`src/design/cics_pkg.sv`:
```
// Constants and types shared by the two-wire control slave.
// Assumes a 125 MHz system clock; the microsecond timeout is converted to system-clock cycles.
package cics_pkg;

  // The five fixed upper bits of the seven-bit slave address.
  localparam logic [4:0] DEV_ADDR_HIGH = 5'h06;
  localparam logic [7:0] GEN_CALL_ADDR = 8'h00;

  // Register indexes within a page, and the page-0 debug register's index.
  localparam logic [6:0] PAGE_REG = 7'h00;
  localparam logic [6:0] DEBUG_REG = 7'h6B;
  localparam logic [7:0] DEBUG_IDX = 8'h6B;
  localparam int DBG_STATUS_BIT = 0;
  localparam int DBG_DISABLE_BIT = 2;
  localparam logic PAGE_RESET = 1'b0;
  localparam logic [7:0] REG_RESET = 8'h00;

  // Longest time the slave may hold SDA low with SCL frozen.
  localparam int CLK_MHZ = 125;
  localparam int BUSERR_TIMEOUT_US = 10000;
  localparam int BUSERR_TIMEOUT_CYC = BUSERR_TIMEOUT_US * CLK_MHZ;

  typedef enum logic [2:0] {
    S_IDLE, S_RECV, S_ACK, S_SEND, S_RACK, S_IGNORE
  } cics_state_t;

  typedef enum logic [1:0] {K_ADDR, K_PTR, K_DATA} cics_kind_t;

  // True for the own address with either direction, or a General Call.
  function automatic logic cics_addr_hit(input logic [7:0] b,
                                         input logic [1:0] strap);
    return (b[7:1] == {DEV_ADDR_HIGH, strap}) || (b == GEN_CALL_ADDR);
  endfunction : cics_addr_hit

endpackage : cics_pkg

```
`src/design/cics_link_if.sv`:
```
// Carrier between the line synchroniser, the core and the register file.
// All members are on clk_sys; no member crosses a clock domain.
`timescale 1ns/1ps
interface cics_link_if;
  logic sclLvl;
  logic sdaLvl;
  logic sclRise;
  logic sclFall;
  logic startEv;
  logic stopEv;
  logic i2cSel;
  logic [1:0] strap;
  logic wrEn;
  logic [6:0] addr;
  logic [7:0] wdata;
  logic [7:0] rdata;
  logic errSet;
  logic errStatus;
  logic detEn;

  modport lineSrc(output sclLvl, sdaLvl, sclRise, sclFall, startEv,
                  stopEv, i2cSel, strap);
  modport core(input sclLvl, sdaLvl, sclRise, sclFall, startEv, stopEv,
               i2cSel, strap, rdata, errStatus, detEn,
               output wrEn, addr, wdata, errSet);
  modport regFile(input wrEn, addr, wdata, errSet,
                  output rdata, errStatus, detEn);
endinterface : cics_link_if

```
`src/design/cics_line_sync.sv`:
```
// Two-stage synchronisers for the bus lines and pins, plus edge events.
// Assumes SCL runs far slower than clk_sys so every edge is seen.
`timescale 1ns/1ps
module cics_line_sync
  import cics_pkg::*;
(
  input wire logic clk_sys,
  input wire logic reset,
  input wire logic clkEn,
  input wire logic sclIn,
  input wire logic sdaIn,
  input wire logic protoSelect,
  input wire logic addrStrapLow,
  input wire logic addrStrapHigh,
  cics_link_if.lineSrc lnk
);

  typedef struct packed {
    logic [4:0] s1;
    logic [4:0] s2;
    logic [1:0] prev;
  } cics_sync_t;

  cics_sync_t q;
  cics_sync_t d;

  always_comb begin
    d = q;
    d.s1 = {addrStrapHigh, addrStrapLow, protoSelect, sdaIn, sclIn};
    d.s2 = q.s1;
    d.prev = q.s2[1:0];
  end

  always_ff @(posedge clk_sys or posedge reset) begin
    if (reset) begin
      q <= '{s1: 5'h1F, s2: 5'h1F, prev: 2'h3};
    end else if (clkEn) begin
      q <= d;
    end
  end

  // Only the second stage and its delayed copy feed the event logic.
  assign lnk.sclLvl = q.s2[0];
  assign lnk.sdaLvl = q.s2[1];
  assign lnk.sclRise = q.s2[0] & ~q.prev[0];
  assign lnk.sclFall = ~q.s2[0] & q.prev[0];
  assign lnk.startEv = q.s2[0] & q.prev[0] & q.prev[1] & ~q.s2[1];
  assign lnk.stopEv = q.s2[0] & q.prev[0] & ~q.prev[1] & q.s2[1];
  assign lnk.i2cSel = ~q.s2[2];
  assign lnk.strap = q.s2[4:3];

endmodule : cics_line_sync

```
`src/design/cics_reg_file.sv`:
```
// Two pages of 128 eight-bit registers with the page-select register.
// Assumes one write strobe at a time from the core on clk_sys.
`timescale 1ns/1ps
module cics_reg_file
  import cics_pkg::*;
(
  input wire logic clk_sys,
  input wire logic reset,
  input wire logic clkEn,
  cics_link_if.regFile lnk
);

  typedef struct packed {
    logic [255:0][7:0] mem;
    logic page;
  } cics_regs_t;

  cics_regs_t q;
  cics_regs_t d;

  always_comb begin
    d = q;
    if (lnk.wrEn) begin
      if (lnk.addr == PAGE_REG) begin
        d.page = lnk.wdata[0];
      end else begin
        d.mem[{q.page, lnk.addr}] = lnk.wdata;
      end
      // The status bit clears by writing one; it is never stored directly.
      if (!q.page && lnk.addr == DEBUG_REG) begin
        d.mem[DEBUG_IDX][DBG_STATUS_BIT] =
          q.mem[DEBUG_IDX][DBG_STATUS_BIT] & ~lnk.wdata[DBG_STATUS_BIT];
      end
    end
    // A detector event in the clearing cycle still leaves the bit set.
    if (lnk.errSet) begin
      d.mem[DEBUG_IDX][DBG_STATUS_BIT] = 1'b1;
    end
  end

  always_ff @(posedge clk_sys or posedge reset) begin
    if (reset) begin
      q <= '{mem: '0, page: PAGE_RESET};
    end else if (clkEn) begin
      q <= d;
    end
  end

  assign lnk.rdata = (lnk.addr == PAGE_REG) ? {7'h00, q.page}
                                             : q.mem[{q.page, lnk.addr}];
  assign lnk.errStatus = q.mem[DEBUG_IDX][DBG_STATUS_BIT];
  assign lnk.detEn = ~q.mem[DEBUG_IDX][DBG_DISABLE_BIT];
endmodule : cics_reg_file

```
`src/design/cics_control_slave.sv`:
```
// Two-wire control slave for the codec register file.
// Assumes SCL and SDA are open-drain with external pull-ups and that the
// host keeps SCL much slower than clk_sys (fast mode or slower).
`timescale 1ns/1ps
module cics_control_slave
  import cics_pkg::*;
#(
  parameter int unsigned TIMEOUT_CYCLES = BUSERR_TIMEOUT_CYC
)
(
  input wire logic clk_sys,
  input wire logic reset,
  input wire logic clkEn,
  input wire logic sclIn,
  input wire logic sdaIn,
  input wire logic protoSelect,
  input wire logic addrStrapLow,
  input wire logic addrStrapHigh,
  output logic sdaOut,
  output logic sdaOe,
  output logic busErrorFlag,
  output logic busy
);

  localparam int TW = $clog2(TIMEOUT_CYCLES + 1);
  localparam logic [TW-1:0] TMO_LAST = TW'(TIMEOUT_CYCLES - 1);

  typedef struct packed {
    cics_state_t st;
    cics_kind_t kind;
    logic [3:0] bitCnt;
    logic [7:0] shreg;
    logic [6:0] ptr;
    logic rw;
    logic gc;
    logic sdaOe;
    logic sdaOut;
    logic [TW-1:0] tmo;
    logic wrEn;
    logic errPulse;
    logic errFlag;
    logic busy;
  } cics_core_t;

  cics_core_t q;
  cics_core_t d;

  cics_link_if lnk();

  cics_line_sync u_sync (
    .clk_sys(clk_sys),
    .reset(reset),
    .clkEn(clkEn),
    .sclIn(sclIn),
    .sdaIn(sdaIn),
    .protoSelect(protoSelect),
    .addrStrapLow(addrStrapLow),
    .addrStrapHigh(addrStrapHigh),
    .lnk(lnk.lineSrc)
  );

  cics_reg_file u_regs (
    .clk_sys(clk_sys),
    .reset(reset),
    .clkEn(clkEn),
    .lnk(lnk.regFile)
  );

  // Reads and writes both use the running pointer.
  assign lnk.addr = q.ptr;
  assign lnk.wdata = q.shreg;
  assign lnk.wrEn = q.wrEn;
  assign lnk.errSet = q.errPulse;

  always_comb begin
    d = q;
    d.wrEn = 1'b0;
    d.errPulse = 1'b0;
    d.errFlag = lnk.errStatus;
    d.sdaOut = 1'b0;
    // The pointer moves one cycle after a write so the write sees it whole.
    // It wraps inside the page; the host is expected not to go past it.
    if (q.wrEn) begin
      d.ptr = q.ptr + 7'h01;
    end
    // The hold timer only runs while this slave holds SDA low.
    if (lnk.sclRise || lnk.sclFall || !q.sdaOe || !lnk.detEn) begin
      d.tmo = '0;
    end else begin
      d.tmo = q.tmo + TW'(1);
    end
    case (q.st)
      S_RECV: begin
        if (lnk.sclRise && q.bitCnt < 4'h8) begin
          d.shreg = {q.shreg[6:0], lnk.sdaLvl};
          d.bitCnt = q.bitCnt + 4'h1;
        end else if (lnk.sclFall && q.bitCnt == 4'h8) begin
          d.bitCnt = 4'h0;
          d.st = S_ACK;
          d.sdaOe = 1'b1;
          case (q.kind)
            K_ADDR: begin
              if (cics_addr_hit(q.shreg, lnk.strap)) begin
                d.rw = q.shreg[0];
                d.gc = (q.shreg == GEN_CALL_ADDR);
              end else begin
                d.st = S_IGNORE;
                d.sdaOe = 1'b0;
              end
            end
            K_PTR: begin
              if (!q.gc) begin
                d.ptr = q.shreg[6:0];
              end
            end
            default: begin
              d.wrEn = !q.gc;
            end
          endcase
        end
      end
      S_ACK: begin
        if (lnk.sclFall) begin
          d.sdaOe = 1'b0;
          d.bitCnt = 4'h0;
          if (q.kind == K_ADDR && q.rw) begin
            // Read starts at the running pointer, as left by the last pointer byte, write or read.
            d.st = S_SEND;
            d.shreg = lnk.rdata;
            d.sdaOe = ~lnk.rdata[7];
            d.ptr = q.ptr + 7'h01;
          end else begin
            d.st = S_RECV;
            d.kind = (q.kind == K_ADDR) ? K_PTR : K_DATA;
          end
        end
      end
      S_SEND: begin
        if (lnk.sclRise) begin
          d.bitCnt = q.bitCnt + 4'h1;
        end else if (lnk.sclFall) begin
          if (q.bitCnt == 4'h8) begin
            d.sdaOe = 1'b0;
            d.st = S_RACK;
          end else begin
            d.shreg = {q.shreg[6:0], 1'b0};
            d.sdaOe = ~q.shreg[6];
          end
        end
      end
      S_RACK: begin
        if (lnk.sclRise && lnk.sdaLvl) begin
          d.st = S_IGNORE;
        end else if (lnk.sclFall) begin
          d.st = S_SEND;
          d.bitCnt = 4'h0;
          d.shreg = lnk.rdata;
          d.sdaOe = ~lnk.rdata[7];
          d.ptr = q.ptr + 7'h01;
        end
      end
      default: begin
      end
    endcase
    // A master that lost clocks to noise would find SDA held forever.
    if (q.tmo == TMO_LAST) begin
      d.st = S_IGNORE;
      d.sdaOe = 1'b0;
      d.errPulse = 1'b1;
    end
    if (lnk.startEv) begin
      d.st = S_RECV;
      d.kind = K_ADDR;
      d.bitCnt = 4'h0;
      d.sdaOe = 1'b0;
      d.gc = 1'b0;
    end
    if (lnk.stopEv) begin
      d.st = S_IDLE;
      d.sdaOe = 1'b0;
    end
    if (!lnk.i2cSel) begin
      d.st = S_IDLE;
      d.sdaOe = 1'b0;
    end
    d.busy = (d.st != S_IDLE);
  end

  always_ff @(posedge clk_sys or posedge reset) begin
    if (reset) begin
      q <= '{st: S_IDLE, kind: K_ADDR, bitCnt: 4'h0, shreg: 8'h00,
             ptr: 7'h00, rw: 1'b0, gc: 1'b0, sdaOe: 1'b0, sdaOut: 1'b0,
             tmo: '0, wrEn: 1'b0, errPulse: 1'b0, errFlag: 1'b0,
             busy: 1'b0};
    end else if (clkEn) begin
      q <= d;
    end
  end

  assign sdaOut = q.sdaOut;
  assign sdaOe = q.sdaOe;
  assign busErrorFlag = q.errFlag;
  assign busy = q.busy;
endmodule : cics_control_slave

```
`config.mk`:
```
export PLATFORM = sky130hd
export DESIGN_NAME = cics_control_slave
export DESIGN_NICKNAME = d
export VERILOG_FILES = /design/src/design/cics_pkg.sv /design/src/design/cics_link_if.sv /design/src/design/cics_line_sync.sv /design/src/design/cics_reg_file.sv /design/src/design/cics_control_slave.sv
export SDC_FILE = /design/constraint.sdc
export NUM_CORES = 2
export LEC_CHECK = 0
export ABC_CLOCK_PERIOD_IN_PS = 157900
export BUFFER_PORTS_ARGS = -buffer_cell sky130_fd_sc_hd__buf_2
export CORE_MARGIN = 5
export CORE_UTILIZATION = 30
export CTS_CLUSTER_SIZE = 28
export DETAILED_ROUTE_END_ITERATION = 8
export PLACE_DENSITY = 0.46
export SKIP_LAST_GASP = 1
export SYNTH_ARGS = -nofsm -noshare
export SYNTH_HDL_FRONTEND = slang
export SYNTH_SLANG_ARGS = --single-unit
```
`constraint.sdc`:
```
create_clock -name clk_sys -period 157.9 [get_ports clk_sys]
set_clock_uncertainty 0.15 [all_clocks]
set_input_delay 7.895 -clock clk_sys [delete_from_list [all_inputs] [get_ports clk_sys]]
set_output_delay 7.895 -clock clk_sys [all_outputs]
set_load 0.01 [all_outputs]
```
==> impl_metrics.yaml <==
routing:
  antenna_left: 0
  routed_wl_mm: 295
  firstDrtPassIters: 5
  wire_per_inst_microns: 27.8
  drc: 0
  num_vias: 55000
  drt_iter0_markers: 3457
  via_per_inst: 5.20
setup_path:
  end_kind: "async pin"
  critPathSlowestCell: "buf_4"
  critical-path-max-stage-delay_ps: 920
  critPathArrivalTime_ps: 12890
  crit_family: "buffers and inverters"
  path_cells: "buf_2 > inv_8 > buf_12 > buf_4 > buf_4 > buf_4 > buf_4"
  required_ps: 158560
  crit_type: "primary input to async pin"
  worst-path-buf-inv: 7
  cp_max_fo: 125
  start_kind: "primary input"
  crit_top_cell: "buf_4"
  reg2reg_slack_ps: 151320
grt:
  use_met2_pct: 27.8
  busiest_layer: "met2"
  grtUsageTotal_pct: 17.5
  grt_pass1_vias: 58300
  antenna_found_initial: 6
  grt_max_degree: 194
  overflow: 0
  met3_usage_pct: 2.96
  gr-usage-met1_pct: 24.7
  grt_pass1_wl_mm: 435
synthesis:
  ys.flop_type: "dfrtp_1"
  synth_edf_count: 0
  synth_cell_types: 78
  ys_ff_latch: 2113
  yosys_warnings: 0
  async_reset_ff_share_pct: 100
  synthCells: 6196
  avgSynthCellArea_sq_um: 15.7
  ys_seq_area_share_pct: 54.5
  syn_area_sq_um: 97000
  synth_fp_nets: 6214
sta:
  slew_viol_final: 0
  tns_ps: 0
  final_hold_viol_count: 0
  setup_violations: 0
  fmax_ghz: 0.0818
  fin_crit_ps: 12220
  fin_ws_ps: 145680
  max_slew.worst_pin.slew_ps: 1240
  rsz0062_at_grt: "false"
  fin_crit_sh_pct: 7.74
  slew_headroom_pct: 17.2
clock_tree:
  clkTransAtPathRegs_ps: 60
  cts_hold_buf: 0
  root_buffer: "clkbuf_16"
  cts_setup_buffers: 0
  h-tree-depth: 4
  cts_buffers: 240
  cts.repair.resized: 0
  clockBufferDepth: 4
  clock_latency_ps: 910
  clock_sinks: 2113
  cts_tree: "yes"
pwr:
  power.total_mw: 1.28
  power.density_nw_per_um2: 11.7
  irDropWorstVdd_mv: 0.0157
  leakage_nw: 50.7
floorplanning:
  initial_core_util_pct: 30.2
  dieArea_sq_um: 335000
  dieWidth_microns: 579
  die_h_microns: 579
  io_pins: 12
  coreArea_sq_um: 321000
  rows: 208
layout:
  final_util_pct: 34.0
  nNetsFinal: 6101
  drive_above_1_share_pct: 48.7
  layout_common_cells: "dfrtp_1, mux2_2, mux4_2"
  syn_to_final_growth_pct: 12.7
  mostFrequentLayoutCell: "dfrtp_1"
min_path:
  hold_class: "flip-flop to flip-flop"
place:
  hpwl_mm: 183
  numPortBuffers: 10
  post-place-ws_ps: 144580
  gp_congestion: 0.801
job:
  cap_violations: 0
outcome:
  outcome: "finished, final reports clean"
## kinds of logic (layout without fill, tap and decap cells)
group	after synthesis	in the layout	synth area share, %
buffers and inverters	501	571	2.24
AO/OA/AOI/OAI	276	276	1.91
other	1	7	0.00387
multiplexers	2668	2668	37.8
flip-flops	2113	2113	54.5
AND/OR/NAND/NOR	602	602	3.13
XOR/XNOR	25	25	0.226
adder cells (fa/ha/maj)	10	10	0.129
## cell usage after synthesis (all sizes together) (15+ instances only)
cell,count,area share [%]
mux2i,42,0.43
nand4,22,0.14
dfrtp,2101,54
nor2b,16,0.10
a21oi,48,0.25
a22oi,54,0.42
o21ai,63,0.33
inv,20,0.077
clkbuf,325,1.3
buf,154,0.90
mux4,594,14
xor2,15,0.14
nor2,301,1.4
nand2,117,0.46
nand3,71,0.50
mux2,2032,24
## power breakdown
group / switching [mW] / internal [mW]
sequential: 0.0228 / 0.545
combinational: 0.125 / 0.0350
clock: 0.231 / 0.324
total: 0.378 / 0.904
## flip-flops by register name, summed over array words and instances, names as in the netlist, 2 cells and up
| name | count |
|---|---|
| lnk.addr | 7 |
| lnk.wdata | 8 |
| u_sync.q | 3 |
| q | 32 |
| u_sync.lnk.strap | 2 |
| u_regs.q | 2048 |
| u_sync.d | 5 |
## per-layer routing
| metal | vias to the layer above | wire length [microns] |
|---|---|---|
| li1 | 23000 | - |
| met1 | 30500 | 134000 |
| met2 | 1119 | 137000 |
| met3 | 409 | 13900 |
| met4 | 0 | 9090 |
| met5 | - | 0 |
## final timing paths
path	start	endpoint	depth (start not counted)
max	reset	u_regs.q[1153]$_DFFE_PP0P_	7
min	u_regs.q[1030]$_DFFE_PP0P_	u_regs.q[1030]$_DFFE_PP0P_	0
max reg2reg	lnk.addr[0]$_DFFE_PP0P_	lnk.wdata[1]$_DFFE_PP0P_	10
min reg2reg	u_regs.q[1030]$_DFFE_PP0P_	u_regs.q[1030]$_DFFE_PP0P_	0
max in group clk_sys	clkEn	u_regs.q[1422]$_DFFE_PP0P_	7
min in group asynchronous	reset	u_regs.q[583]$_DFFE_PP0P_	2
## through the flow
stage / std cells / hold WS, ps / cell area [sq um]
global route: 10600 / 236 / 109000
detailed placement: 10100 / 213 / 102000
global placement: 10100 / 210 / 102000
finish: 10600 / 224 / 109000
floorplan: 6196 / 275 / 97000
CTS: 10600 / 226 / 109000
## layout make-up
| type | count | area, sq um |
|---|---|---|
| Multi-Input combinational cell | 3582 | 42000 |
| Clock buffer | 361 | 7050 |
| Fill cell | 30800 | 212000 |
| Tap cell | 4305 | 5390 |
| Antenna cell | 6 | 15.0 |
| Sequential cell | 2113 | 52900 |
| Inverter | 22 | 97.6 |
| Timing Repair Buffer | 124 | 1070 |
| Clock inverter | 64 | 691 |
(Power assumes the default switching activity.)
